$ cat config.mk
export PLATFORM = sky130hd
export DESIGN_NAME = gib_top
export DESIGN_NICKNAME = d
export VERILOG_FILES = /design/src/gib_pkg.sv /design/src/gib_top.sv /design/src/gib_route.sv
export SDC_FILE = /design/constraint.sdc
export NUM_CORES = 1
export LEC_CHECK = 0
export ABC_AREA = 1
export BUFFER_PORTS_ARGS = -buffer_cell sky130_fd_sc_hd__buf_2
export CAP_MARGIN = 20
export CORE_MARGIN = 2
export CORE_UTILIZATION = 45
export DETAILED_ROUTE_END_ITERATION = 12
export GPL_TIMING_DRIVEN = 0
export PLACE_DENSITY = 0.7
export SLEW_MARGIN = 25
export SYNTH_ARGS = -nofsm -noshare
export SYNTH_HDL_FRONTEND = slang
export SYNTH_SLANG_ARGS = --single-unit
$ cat constraint.sdc
create_clock -name mclk -period 1.4 [get_ports mclk]
set_input_delay 0.21 -clock mclk [delete_from_list [all_inputs] [get_ports mclk]]
set_output_delay 0.21 -clock mclk [all_outputs]
set_load 0.05 [all_outputs]
$ cat src/gib_pkg.sv
// Package with types and constants for the guest interrupt binding block.
package gib_pkg;

  localparam int GIB_NUM_CH_DEF = 8;
  localparam int GIB_GUEST_PARTITION_ID_W     = 3;

  // Reset values of the core-side context and the vector select output.
  localparam logic [GIB_GUEST_PARTITION_ID_W-1:0] GIB_GUEST_PARTITION_ID_RST = 3'h0;
  localparam logic                  GIB_REQ_RST  = 1'h0;

  // Guest-switch settle cycles; unused, the block holds off no guest request after a guest switch.
  localparam int GIB_SWITCH_SETTLE_CYC = 1;

  typedef enum logic [1:0] {
    GIB_ROUTE_NONE  = 2'b00,
    GIB_ROUTE_HOST  = 2'b01,
    GIB_ROUTE_GUEST = 2'b10,
    GIB_ROUTE_BACKG = 2'b11
  } gib_route_t;

  // Binding of one interrupt input.
  typedef struct packed {
    logic                  toGuest;
    logic [GIB_GUEST_PARTITION_ID_W-1:0] guestPartitionId;
  } gib_bind_t;

  // Current execution context of the core.
  typedef struct packed {
    logic                  guestMode;
    logic [GIB_GUEST_PARTITION_ID_W-1:0] guestPartitionId;
    logic                  bgPermit;
  } gib_ctx_t;

  // Request lines toward the core, one set per interrupt class.
  typedef struct packed {
    logic host;
    logic guest;
    logic background;
  } gib_req_t;

endpackage

$ cat src/gib_top.sv
// Guest interrupt binding: routes level interrupts to host, guest or background requests.
`timescale 1ns/10ps
`default_nettype none
module gib_top
  import gib_pkg::*;
#(
  parameter int NUM_CH = gib_pkg::GIB_NUM_CH_DEF
) (
  // Clock and reset
  input  wire logic                        mclk,
  input  wire logic                        reset_n,
  // Interrupt sources, asynchronous levels
  input  wire logic [NUM_CH-1:0]           eiLevelIn,
  input  wire logic [NUM_CH-1:0]           feLevelIn,
  // Per-input binding
  input  wire gib_pkg::gib_bind_t [NUM_CH-1:0] bindCfg,
  // Core context
  input  wire gib_pkg::gib_ctx_t           coreCtx,
  // Requests to the core
  output logic                             ei_level_host_irq,
  output logic                             fe_level_host_irq,
  output logic                             guest_ei_level_irq,
  output logic                             guest_fe_level_irq,
  output logic                             background_ei_level_irq,
  output logic                             background_fe_level_irq,
  // Vector table selection and channel of highest priority
  output logic                             guestVectorSel,
  output logic [$clog2(NUM_CH+1)-1:0]      eiChannel
);

  logic [NUM_CH-1:0] eiMeta_q;
  logic [NUM_CH-1:0] eiSync_q;
  logic [NUM_CH-1:0] feMeta_q;
  logic [NUM_CH-1:0] feSync_q;
  gib_route_t        eiRoute [NUM_CH];
  gib_route_t        feRoute [NUM_CH];
  gib_req_t          eiReq_d;
  gib_req_t          feReq_d;
  gib_req_t          eiReq_q;
  gib_req_t          feReq_q;
  logic              vecSel_d;
  logic              vecSel_q;
  logic [$clog2(NUM_CH+1)-1:0] eiChan_d;
  logic [$clog2(NUM_CH+1)-1:0] eiChan_q;

  // Two-stage synchronisers; the sources are asynchronous pins.
  always_ff @(posedge mclk or negedge reset_n) begin
    if (!reset_n) begin
      eiMeta_q <= '0;
      eiSync_q <= '0;
      feMeta_q <= '0;
      feSync_q <= '0;
    end else begin
      eiMeta_q <= eiLevelIn;
      eiSync_q <= eiMeta_q;
      feMeta_q <= feLevelIn;
      feSync_q <= feMeta_q;
    end
  end

  // Interrupts are levels held by the source, so a held request needs no
  // storage here: it re-evaluates as soon as the context changes.
  for (genvar i = 0; i < NUM_CH; i++) begin : g_ch
    gib_route u_ei_route (
      .pending (eiSync_q[i]),
      .bindCfg (bindCfg[i]),
      .ctx     (coreCtx),
      .route   (eiRoute[i])
    );
    gib_route u_fe_route (
      .pending (feSync_q[i]),
      .bindCfg (bindCfg[i]),
      .ctx     (coreCtx),
      .route   (feRoute[i])
    );
  end

  always_comb begin
    eiReq_d  = '0;
    feReq_d  = '0;
    eiChan_d = '0;
    for (int i = NUM_CH - 1; i >= 0; i--) begin
      unique case (eiRoute[i])
        GIB_ROUTE_HOST: begin
          eiReq_d.host = 1'b1;
          eiChan_d     = ($clog2(NUM_CH+1))'(i + 1);
        end
        GIB_ROUTE_GUEST: begin
          eiReq_d.guest = 1'b1;
          eiChan_d      = ($clog2(NUM_CH+1))'(i + 1);
        end
        GIB_ROUTE_BACKG: eiReq_d.background = 1'b1;
        GIB_ROUTE_NONE: ;
      endcase
      unique case (feRoute[i])
        GIB_ROUTE_HOST:  feReq_d.host       = 1'b1;
        GIB_ROUTE_GUEST: feReq_d.guest      = 1'b1;
        GIB_ROUTE_BACKG: feReq_d.background = 1'b1;
        GIB_ROUTE_NONE: ;
      endcase
    end
    // Host and guest handlers use separate tables; select by mode.
    vecSel_d = coreCtx.guestMode;
  end

  always_ff @(posedge mclk or negedge reset_n) begin
    if (!reset_n) begin
      eiReq_q  <= '0;
      feReq_q  <= '0;
      vecSel_q <= GIB_REQ_RST;
      eiChan_q <= '0;
    end else begin
      eiReq_q  <= eiReq_d;
      feReq_q  <= feReq_d;
      vecSel_q <= vecSel_d;
      eiChan_q <= eiChan_d;
    end
  end

  always_comb begin
    ei_level_host_irq       = eiReq_q.host;
    fe_level_host_irq       = feReq_q.host;
    guest_ei_level_irq      = eiReq_q.guest;
    guest_fe_level_irq      = feReq_q.guest;
    background_ei_level_irq = eiReq_q.background;
    background_fe_level_irq = feReq_q.background;
    guestVectorSel          = vecSel_q;
    eiChannel               = eiChan_q;
  end

  // Helper: OR of guest-bound pending inputs whose ID matches the context.
  logic matchPend;
  logic anyHostPend;
  always_comb begin
    matchPend   = 1'b0;
    anyHostPend = 1'b0;
    for (int i = 0; i < NUM_CH; i++) begin
      if (eiSync_q[i] && bindCfg[i].toGuest
          && bindCfg[i].guestPartitionId == coreCtx.guestPartitionId) begin
        matchPend = 1'b1;
      end
      if (eiSync_q[i] && !bindCfg[i].toGuest) begin
        anyHostPend = 1'b1;
      end
    end
  end

  property p_guest_match;
    @(posedge mclk) disable iff (!reset_n)
      (coreCtx.guestMode && matchPend) |=> guest_ei_level_irq;
  endproperty
  a_guest_match: assert property (p_guest_match) else $error("guest request missing");

  property p_host_no_guest;
    @(posedge mclk) disable iff (!reset_n)
      !coreCtx.guestMode |=> !guest_ei_level_irq && !background_ei_level_irq;
  endproperty
  a_host_no_guest: assert property (p_host_no_guest) else $error("guest in host mode");

  property p_host_req;
    @(posedge mclk) disable iff (!reset_n)
      anyHostPend |=> ei_level_host_irq;
  endproperty
  a_host_req: assert property (p_host_req) else $error("host request missing");

  property p_bg_forbid;
    @(posedge mclk) disable iff (!reset_n)
      !coreCtx.bgPermit |=> !background_ei_level_irq && !background_fe_level_irq;
  endproperty
  a_bg_forbid: assert property (p_bg_forbid) else $error("background not permitted");

  property p_bg_hold;
    @(posedge mclk) disable iff (!reset_n)
      (background_ei_level_irq && $stable(eiSync_q) && $stable(coreCtx) && $stable(bindCfg))
        |=> background_ei_level_irq;
  endproperty
  a_bg_hold: assert property (p_bg_hold) else $error("background request dropped");

  property p_switch_deliver;
    @(posedge mclk) disable iff (!reset_n)
      ($changed(coreCtx.guestPartitionId) && coreCtx.guestMode && matchPend)
        |=> guest_ei_level_irq;
  endproperty
  a_switch_deliver: assert property (p_switch_deliver) else $error("held not delivered");

  property p_vec_sel;
    @(posedge mclk) disable iff (!reset_n)
      $rose(coreCtx.guestMode) |=> guestVectorSel ##1 (guestVectorSel || !coreCtx.guestMode);
  endproperty
  a_vec_sel: assert property (p_vec_sel) else $error("vector table not switched");

  property p_bind_route;
    @(posedge mclk) disable iff (!reset_n)
      (eiSync_q == '0) |=> !ei_level_host_irq && !guest_ei_level_irq;
  endproperty
  a_bind_route: assert property (p_bind_route) else $error("request without source");

  c_guest: cover property (@(posedge mclk) disable iff (!reset_n) guest_ei_level_irq);
  c_bg: cover property (@(posedge mclk) disable iff (!reset_n)
    background_ei_level_irq ##[1:20] guest_ei_level_irq);
  c_host: cover property (@(posedge mclk) disable iff (!reset_n)
    fe_level_host_irq && coreCtx.guestMode);

endmodule
`default_nettype wire

$ cat src/gib_route.sv
// Routing decision for one interrupt input.
`timescale 1ns/10ps
`default_nettype none
module gib_route
  import gib_pkg::*;
(
  // Interrupt and its binding
  input  wire logic      pending,
  input  wire gib_bind_t bindCfg,
  // Core context
  input  wire gib_ctx_t  ctx,
  // Decision
  output var gib_route_t route
);

  always_comb begin
    route = GIB_ROUTE_NONE;
    if (pending) begin
      if (!bindCfg.toGuest) begin
        route = GIB_ROUTE_HOST;
      end else if (ctx.guestMode) begin
        if (bindCfg.guestPartitionId == ctx.guestPartitionId) begin
          route = GIB_ROUTE_GUEST;
        end else if (ctx.bgPermit) begin
          route = GIB_ROUTE_BACKG;
        end else begin
          route = GIB_ROUTE_NONE;
        end
      end
    end
  end

endmodule
`default_nettype wire

==> qor.csv, run 1 <==
metric;value;unit
die span in x;78.3;um
clock root buffer;clkbuf_8;
shortest period the worst path allows;1.51;ns
crit path DAT;1.74;ns
drt pass-1 iters;4;
Critical Path End Type;flip-flop;
Slew Viols, Final;0;
sequential-to-total area share from yosys stat;43.3;%
clock share of power;32.0;%
die area;6130;um^2
top-area cell type share of the netlist area;43.3;%
Util after Layout;63.9;%
Synth area leaders;dfrtp_1 (43%), nand2_1 (14%), ha_1 (11%);
NetSw;915;uW
final setup vio count;6;
Placer Congestion;0.873;
WL final;5600;um
Syn Nets;383;
cell area after synthesis;2480;um^2
WP data required;1.63;ns
ant diodes;0;
Fin Clk Skew;0.00434;ns
post-synthesis average cell area;8.09;um^2
Seq cells post-synth;43;
final setup margin;-0.115;ns
final hold slack;0.0376;ns
fraction of layout cells with a size suffix above 1;33.3;%
clock sinks;43;
nets;481;
failing checks;setup timing;
internal power;2.22;mW
drt initial violations;82;
dpl ws;-0.597;ns
synth cell count leaders;nand2_1 (95), inv_1 (48), dfrtp_1 (43), ha_1 (21), nor2_1 (18);
core area;5410;um^2
Flop pwr share;43.1;%
clk buf depth;2;
routed vias;2210;
# DRC;0;
pwr/cell area;906;nW/um^2
Main synth FF type;dfrtp_1;
synthesis-to-finish area growth;39.2;%
grt total ovfl;0;
num ports;66;
final non-filler cell total;478;
starting density of the core;45.9;%
asr flop ratio synth;100;%
Routed Antenna Nets;0;
H-tree levels;2;
vias in the first global route;2079;
most common cell in the netlist;nand2_1;
synth warn;0;
Startpoint Class;primary input;
final hold vios;0;
Port Buffers;62;
drt via density;4.62;
Total GRT Usage;19.2;%
crit path kind;primary input to flip-flop;
Die Height;78.3;um
clock slew at reported path FFs;0.08;ns
leakage power;1.93;nW
CTS tree;yes;
outcome;complete, but fails checks;
period utilization;108;%
fillcell total;479;
register area;1080;um^2
Site Rows;27;
combinational power share;24.9;%
crit path max fanout;8;
Distinct cells, synth;26;
Hold WC Path Type;primary input to flip-flop;
R2R depth;8;
initial antenna violation count;0;
Placed Instances;441;
Post-synth EDFFs;0;
RSZ-0062 raised after global routing;yes;
multi-input logic area;1300;um^2
Max-Cap Viols;0;
setup_tns;-0.382;ns
Slew headroom;65.7;%
Synth Instances;307;
post-synth top area cell;dfrtp_1;
largest net degree at the start of global routing;44;
Slew @ Worst Pin;0.515;ns
VDD IR max;734;uV
hpwl dp;3990;um
worst skew pair latency;0.30;ns
total CTS buffers;5;
Hold Path Depth;1;
Net Sw Frac;29.2;%
first-pass GRT wire length;8980;um
Max Freq;660;MHz
post-DR wirelength/cell;11.7;um
final cells by class:
| cell class | count | area share [%] |
|---|---|---|
| multi-input cells | 204 | 37.5 |
| inverters | 55 | 6.19 |
| repair buffers | 91 | 16.9 |
| clock inverters | 2 | 1.12 |
| plain buffers | 5 | 2.14 |
| flip-flops and latches | 43 | 31.1 |
| clock buffers | 6 | 2.39 |
| well taps | 72 | 2.61 |
cell usage in the layout, fill, tap and decap left out:
| master | instances |
|---|---|
| buf_4 | 12 |
| ha_1 | 20 |
| nor2_2 | 6 |
| inv_1 | 48 |
| nor4_1 | 3 |
| nand3_2 | 4 |
| a21oi_1 | 4 |
| nand4_1 | 4 |
| o2111ai_1 | 2 |
| inv_6 | 1 |
| nand2_1 | 89 |
| nor3_2 | 3 |
| buf_2 | 60 |
| inv_2 | 4 |
| xor2_2 | 2 |
| buf_6 | 5 |
| buf_12 | 2 |
| a31oi_1 | 1 |
| clkbuf_8 | 6 |
| nand3_1 | 14 |
| nor4_2 | 1 |
| dlygate4sd3_1 | 17 |
| nor2_4 | 5 |
| ha_4 | 1 |
| o21ai_2 | 1 |
| xnor2_2 | 4 |
| dfrtp_1 | 43 |
| nand2_2 | 10 |
| bufinv_16 | 1 |
| nor2_1 | 12 |
| xnor2_1 | 8 |
| a21boi_2 | 1 |
| o21ai_1 | 5 |
| inv_4 | 3 |
| a21boi_0 | 1 |
| a21oi_2 | 3 |
flip-flops by register name, indices dropped and copies added (netlist names), 4 cells and up:
register,count
eiMeta_q,8
eiChannel,4
eiSync_q,8
feSync_q,8
feMeta_q,8
cell families after synthesis:
group                    share of synthesized area, %
XOR/XNOR                                         5.24
buffers and inverters                            10.5
AND/OR/NAND/NOR                                  26.0
AO/OA/AOI/OAI                                    4.33
flip-flops                                       43.3
adder cells (fa/ha/maj)                          10.6
what timing repair did:
item,4_1_cts,5_1_grt
setup endpoints to repair,6,7
cloned,0,0
setup buffers,10,2
resized for setup,21,13
hold buffers,4,13
pin swaps,13,16
endpoints found under the hold margin,4,55
critical path: stages:
cell	delay, ns
buf_12	0.12
xnor2_2	0.13
nand2_1	0.08
nor2_2	0.17
inv_2	0.08
nor2_4	0.08
o21ai_2	0.06
nor2_2	0.16
ha_1	0.27
o21ai_1	0.16
a21oi_1	0.09
o21ai_1	0.13
through the flow:
step | instance area (um^2) | total power [mW]
after floorplan | 2520 | 1.81
after global placement | 2930 | 2.02
after detailed placement | 2930 | 2.03
after CTS | 3250 | 3.10
after global routing | 3460 | 3.31
final | 3460 | 3.13
routing by layer:
metal  up-vias  GRT usage (%)  part of all wire, %
li1       1129              -                    -
met5         -              0                    0
met1       984           23.7                   41
met2        85           30.4                   48
met4         0           10.5                  3.0
met3        12           5.29                  7.8
worst paths after layout:
path                                  end  slack (ns)        start
max                          eiChannel[0]       -0.11   coreCtx[1]
min                        guestVectorSel        0.04   coreCtx[4]
max reg2reg                  eiChannel[3]       -0.04  eiSync_q[6]
min reg2reg                   eiSync_q[1]        0.35  eiMeta_q[1]
max in group asynchronous     feMeta_q[2]        0.62      reset_n
min in group asynchronous     eiSync_q[4]        0.42      reset_n
power by group through the flow:
stage	combinational (mW)	clock [mW]	sequential, mW
after detailed placement	0.654	0	1.38
after global routing	0.858	1.09	1.36
after CTS	0.717	1.04	1.35
after floorplan	0.318	0	1.50
final	0.780	1.00	1.35
after global placement	0.643	0	1.37
No activity file was read; power rests on OpenSTA's default activity.
==> run 2, diff against run 1 <==
CORE_UTILIZATION = 49   (was 45)
PLACE_DENSITY = 0.73   (was 0.7)
SYNTH_HIERARCHICAL = 1   (was unset)
==> qor.csv, run 2 <==
metric;value;unit;change
top-area cell type share of the netlist area;33.8;%;-9.6 points
vias in the first global route;2761;;+33%
CTS tree;yes;;
# DRC;0;;unchanged
routed vias;3006;;+36%
shortest period the worst path allows;1.36;ns;-0.152 ns
drt initial violations;146;;+78%
Routed Antenna Nets;0;;unchanged
Main synth FF type;dfrtp_1;;
setup_tns;0;ns;+0.382 ns
Slew @ Worst Pin;0.525;ns;+0.0102 ns
drt via density;4.64;;+0.33%
Distinct cells, synth;14;;-46%
num ports;66;;unchanged
total CTS buffers;5;;unchanged
Post-synth EDFFs;0;;unchanged
crit path max fanout;2;;-6
die span in x;84.6;um;+8.1%
final setup vio count;0;;-6
die area;7160;um^2;+17%
post-synthesis average cell area;6.61;um^2;-18%
Hold WC Path Type;primary input to flip-flop;;
asr flop ratio synth;100;%;unchanged
Total GRT Usage;20.0;%;+0.89 points
WP data required;1.56;ns;-0.07 ns
R2R depth;7;;-1
synthesis-to-finish area growth;28.5;%;
most frequent cells in the layout;nand2_1 (156), inv_1 (136), buf_2 (59);;
final non-filler cell total;648;;+36%
fillcell total;558;;+16%
crit path kind;flip-flop to flip-flop;;
crit path DAT;1.52;ns;-0.22 ns
Placed Instances;624;;+41%
post-DR wirelength/cell;11.7;um;-0.28%
Port Buffers;65;;+4.8%
Critical Path End Type;flip-flop;;
starting density of the core;50.5;%;+4.5 points
nets;649;;+35%
first-pass GRT wire length;11600;um;+30%
most common cell in the netlist;nand2_1;;
clk buf depth;2;;unchanged
hpwl dp;5180;um;+30%
Synth Instances;482;;+57%
Placer Congestion;0.859;;-1.6%
Slew Viols, Final;0;;unchanged
Site Rows;29;;+7.4%
post-synth top area cell;dfrtp_1;;
synth cell count leaders;nand2_1 (158), inv_1 (141), dfrtp_1 (43), nand3_1 (35), ha_1 (24);;
Util after Layout;64.9;%;+0.93 points
outcome;finished clean;;
period utilization;97.3;%;-11 points
initial antenna violation count;0;;unchanged
leakage power;2.45;nW;+27%
grt total ovfl;0;;unchanged
worst skew pair latency;0.29;ns;about the same
largest net degree at the start of global routing;44;;unchanged
Max Freq;734;MHz;+11%
Syn Nets;561;;+46%
clock slew at reported path FFs;0.07;ns;about the same
WL final;7570;um;+35%
final hold vios;0;;unchanged
drt pass-1 iters;4;;unchanged
H-tree levels;2;;unchanged
VDD IR max;524;uV;-29%
Startpoint Class;flip-flop;;
RSZ-0062 raised after global routing;yes;;
synth warn;6;;+6
Seq cells post-synth;43;;unchanged
Slew headroom;65.0;%;-0.68 points
core area;6310;um^2;+17%
cell area after synthesis;3190;um^2;+28%
ant diodes;0;;unchanged
Pwr Total;3.02;mW;-3.5%
Synth area leaders;dfrtp_1 (34%), nand2_1 (19%), inv_1 (17%);;
Die Height;84.6;um;+8.1%
Max-Cap Viols;0;;unchanged
Fin Clk Skew;0.00403;ns;-0.000310 ns
clock root buffer;clkbuf_8;;
sequential-to-total area share from yosys stat;33.8;%;-9.6 points
pwr/cell area;738;nW/um^2;-19%
clock sinks;43;;unchanged
commonest non-fill, non-tap cell in the layout;nand2_1;;
Hold Path Depth;1;;unchanged
fraction of layout cells with a size suffix above 1;22.6;%;-11 points
[run 2: changes by cell type after synthesis, sizes merged, moves of 5 or more]
cell / delta
inv: +86
nand2: +59
a21oi: +26
nand3: +17
buf: -5
[run 2: area by class of cell]
class | count | area [um^2] | area share (%)
Multi-Input combinational cell | 298 | 1730 | 42.3
Sequential cell | 43 | 1080 | 26.3
Clock inverter | 1 | 5.00 | 0.122
Tap cell | 77 | 96.3 | 2.35
Timing Repair Buffer | 81 | 578 | 14.1
Inverter | 141 | 529 | 12.9
Clock buffer | 7 | 76.3 | 1.86
[run 2: power by group]
part	switching [mW]	total, mW	internal (mW)
clock network	0.393	0.743	0.350
registers	0.0269	1.35	1.32
logic	0.580	0.931	0.352
[run 2: routing by layer]
| layer | global-route usage, % | part of all wire (%) |
|---|---|---|
| met5 | 0 | 0 |
| met4 | 6.64 | 1.5 |
| met3 | 3.74 | 4.3 |
| met2 | 36.1 | 50 |
| met1 | 24.0 | 44 |
[run 2: worst paths after layout]
| path | from | to | slack (ns) |
|---|---|---|---|
| setup / recovery | eiSync_q[5] | background_ei_level_irq | 0.04 |
| hold / removal | eiLevelIn[7] | eiMeta_q[7] | 0.02 |
| setup reg to reg | eiSync_q[5] | background_ei_level_irq | 0.04 |
| hold reg to reg | eiMeta_q[3] | eiSync_q[3] | 0.35 |
| max in group asynchronous | reset_n | feSync_q[0] | 0.60 |
| min in group asynchronous | reset_n | feSync_q[6] | 0.43 |
[run 2: timing repair]
action | CTS | global route
gates resized for setup | 22 | 28
setup buffers | 4 | 7
hold buffers | 0 | 2
setup endpoints to repair | 7 | 6
endpoints found under the hold margin | 0 | 44
cloned | 0 | 3
pin swaps | 3 | 12
[run 2: through the flow]
step           hold slack [ns]  cell area (um^2)  setup WS [ns]
5_1_grt                0.00472              4100        -0.0473
2_1_floorplan          -0.0856              3190         0.0252
4_1_cts                 0.0125              3820        0.00423
3_5_place_dp             0.319              3610         -0.701
6_report                0.0208              4100         0.0372
3_3_place_gp             0.317              3610         -0.622
[run 2: cell families (layout without fill, tap and decap cells)]
kind of cell / Yosys count / in the layout / share of synthesized area [%]
xor gates and xnor gates: 16 / 16 / 4.40
and+or+nand+nor: 219 / 219 / 27.7
DFF: 43 / 43 / 33.8
adders and majority gates: 24 / 24 / 9.42
AOI/OAI and AO/OA: 39 / 39 / 8.09
buffers and inverters: 141 / 230 / 16.6
[run 2: critical path, stage by stage, from the launching register on]
cell	delay [ns]
dfrtp_1	0.40
nand3_1	0.11
a21oi_2	0.06
buf_4	0.14
buf_4	0.12
ha_1	0.17
nor2_1	0.12
nand4_1	0.12
==> run 3, diff against run 2 <==
ABC_AREA = unset   (was 1)
CORE_MARGIN = 8   (was 2)
PLACE_DENSITY = 0.74   (was 0.73)
==> qor.csv, run 3 <==
metric;value;unit;change
outcome;complete, but fails checks;;
failing checks;setup timing;;
crit path max fanout;8;;+6
synth warn;6;;unchanged
first-pass GRT wire length;12800;um;+10%
H-tree levels;2;;unchanged
WP data required;1.56;ns;about the same
Synth area leaders;dfrtp_1 (41%), xor2_1 (16%), ha_1 (11%);;
Max-Cap Viols;0;;unchanged
RSZ-0062 raised after global routing;yes;;
pwr/cell area;842;nW/um^2;+14%
clock share of power;31.0;%;+6.4 points
worst skew pair latency;0.30;ns;about the same
clock slew at reported path FFs;0.08;ns;about the same
top-area cell type share of the netlist area;40.9;%;+7.2 points
Distinct cells, synth;21;;+7
period utilization;110;%;+13 points
design area;4370;um^2;+6.8%
post-synth top area cell;dfrtp_1;;
Syn Nets;318;;-43%
R2R setup slack;-0.10;ns;-0.14 ns
die area;7960;um^2;+11%
clock sinks;43;;unchanged
drt initial violations;205;;+40%
leakage power;1.79;nW;-27%
ant diodes;0;;unchanged
die span in x;89.2;um;+5.4%
placed instance area;3230;um^2;-10%
Post-synth EDFFs;0;;unchanged
core area;5140;um^2;-19%
cell area after synthesis;2630;um^2;-18%
num ports;66;;unchanged
Synth Instances;239;;-50%
Slew @ Worst Pin;0.545;ns;+0.0194 ns
shortest period the worst path allows;1.54;ns;+0.181 ns
total CTS buffers;5;;unchanged
CTS tree;yes;;
vias in the first global route;2664;;-3.5%
Site Rows;26;;-10%
most common cell in the netlist;xor2_1;;
final hold vios;0;;unchanged
most frequent cells in the layout;buf_2 (49), dfrtp_1 (43), xor2_2 (27);;
final setup vio count;9;;+9
drt via density;6.02;;+30%
clk buf depth;2;;unchanged
hpwl dp;5030;um;-3.0%
Placer Congestion;0.856;;-0.34%
clock root buffer;clkbuf_8;;
starting density of the core;51.1;%;+0.67 points
Placed Instances;374;;-40%
synthesis-to-finish area growth;66.3;%;
combinational power share;32.2;%;+1.4 points
grt total ovfl;0;;unchanged
wire length on met3;723;um;+120%
Routed Antenna Nets;0;;unchanged
Die Height;89.2;um;+5.4%
post-synthesis average cell area;11.0;um^2;+66%
Main synth FF type;dfrtp_1;;
Seq cells post-synth;43;;unchanged
M1 WL;3300;um;-0.48%
Util after Layout;85.1;%;+20 points
Slew headroom;63.7;%;-1.3 points
synth cell count leaders;xor2_1 (48), dfrtp_1 (43), inv_1 (25), ha_1 (24);;
Fin Clk Skew;0.00310;ns;-0.000930 ns
Max Freq;648;MHz;-12%
sequential-to-total area share from yosys stat;40.9;%;+7.2 points
Flop pwr share;36.8;%;-7.8 points
top sig layer;met4;;
post-DR wirelength/cell;23.3;um;+99%
Slew Viols, Final;0;;unchanged
drt pass-1 iters;5;;+1
final non-filler cell total;405;;-38%
crit path DAT;1.70;ns;+0.18 ns
routed vias;2440;;-19%
initial antenna violation count;0;;unchanged
VDD IR max;722;uV;+38%
fraction of layout cells with a size suffix above 1;57.6;%;+35 points
Hold WC Path Type;primary input to flip-flop;;
largest net degree at the start of global routing;44;;unchanged
Port Buffers;65;;unchanged
WL final;9430;um;+25%
commonest non-fill, non-tap cell in the layout;buf_2;;
NetSw;1.17;mW;+17%
Startpoint Class;primary input;;
Net Sw Frac;31.7;%;-1.4 points
asr flop ratio synth;100;%;unchanged
final setup margin;-0.144;ns;-0.181 ns
Critical Path End Type;flip-flop;;
Met2 Routed Length;5040;um;+33%
nets;413;;-36%
crit path kind;primary input to flip-flop;;
# DRC;0;;unchanged
internal power;2.52;mW;+24%
Total GRT Usage;21.8;%;+1.7 points
run 3: worst paths after layout:
path / start / end / cells after the start
setup / recovery: coreCtx[1] / guest_fe_level_irq / 6
min in group asynchronous: reset_n / feSync_q[5] / 2
setup reg to reg: feSync_q[5] / guest_fe_level_irq / 4
hold reg to reg: eiMeta_q[0] / eiSync_q[0] / 0
hold / removal: feLevelIn[4] / feMeta_q[4] / 1
max in group asynchronous: reset_n / feMeta_q[1] / 2
run 3: cells by family after synthesis:
logic type | Yosys count | share of synthesized area (%)
compound gates | 64 | 21.1
xor+xnor | 48 | 16.0
fa+ha+maj | 24 | 11.4
buf+inv | 26 | 3.71
flops | 43 | 40.9
simple gates | 34 | 6.81
run 3: timing repair:
action | CTS | global route
hold buffers | 0 | 6
gates resized for setup | 86 | 57
pin swaps | 42 | 33
gates cloned | 3 | 0
setup buffers | 11 | 3
endpoints found under the setup margin | 10 | 8
hold endpoints to repair | 0 | 48
run 3: final cells by class:
type                    count  area [um^2]
flip-flops and latches     43         1080
inverters                  26         97.6
clock buffers               6         72.6
clock inverters             2         60.1
multi-input cells         170         2270
fillers                   267          768
repair buffers             88          707
well taps                  70         87.6
run 3: per-stage QoR:
stage | setup TNS [ns] | hold WS, ns | setup WS (ns) | power, mW
after floorplan | -0.252 | -0.0856 | -0.193 | 1.83
after global placement | -6.99 | 0.318 | -0.946 | 2.13
after detailed placement | -7.48 | 0.319 | -1.01 | 2.16
after CTS | -0.141 | 0.000349 | -0.0507 | 3.50
after global routing | -1.14 | 0.00304 | -0.176 | 3.82
final | -0.664 | 0.00827 | -0.144 | 3.68
run 3: worst max-delay path, cell delays in order:
cell and delay [ns]:
buf_16 0.14, xor2_1 0.25, o311ai_1 0.16, a21boi_1 0.34, o22ai_1 0.14, or4_1 0.46
run 3: power by group through the flow:
stage | Combinational [mW] | Sequential, mW | Clock (mW)
finish | 1.19 | 1.35 | 1.14
global route | 1.25 | 1.36 | 1.20
CTS | 0.984 | 1.35 | 1.16
detailed placement | 0.782 | 1.37 | 0
global placement | 0.758 | 1.37 | 0
floorplan | 0.343 | 1.49 | 0
run 3: routing by layer:
metal,GRT usage (%),vias to the layer above
li1,-,1045
met1,23.6,1216
met2,39.1,147
met3,3.86,32
met4,12.1,0
met5,0,-
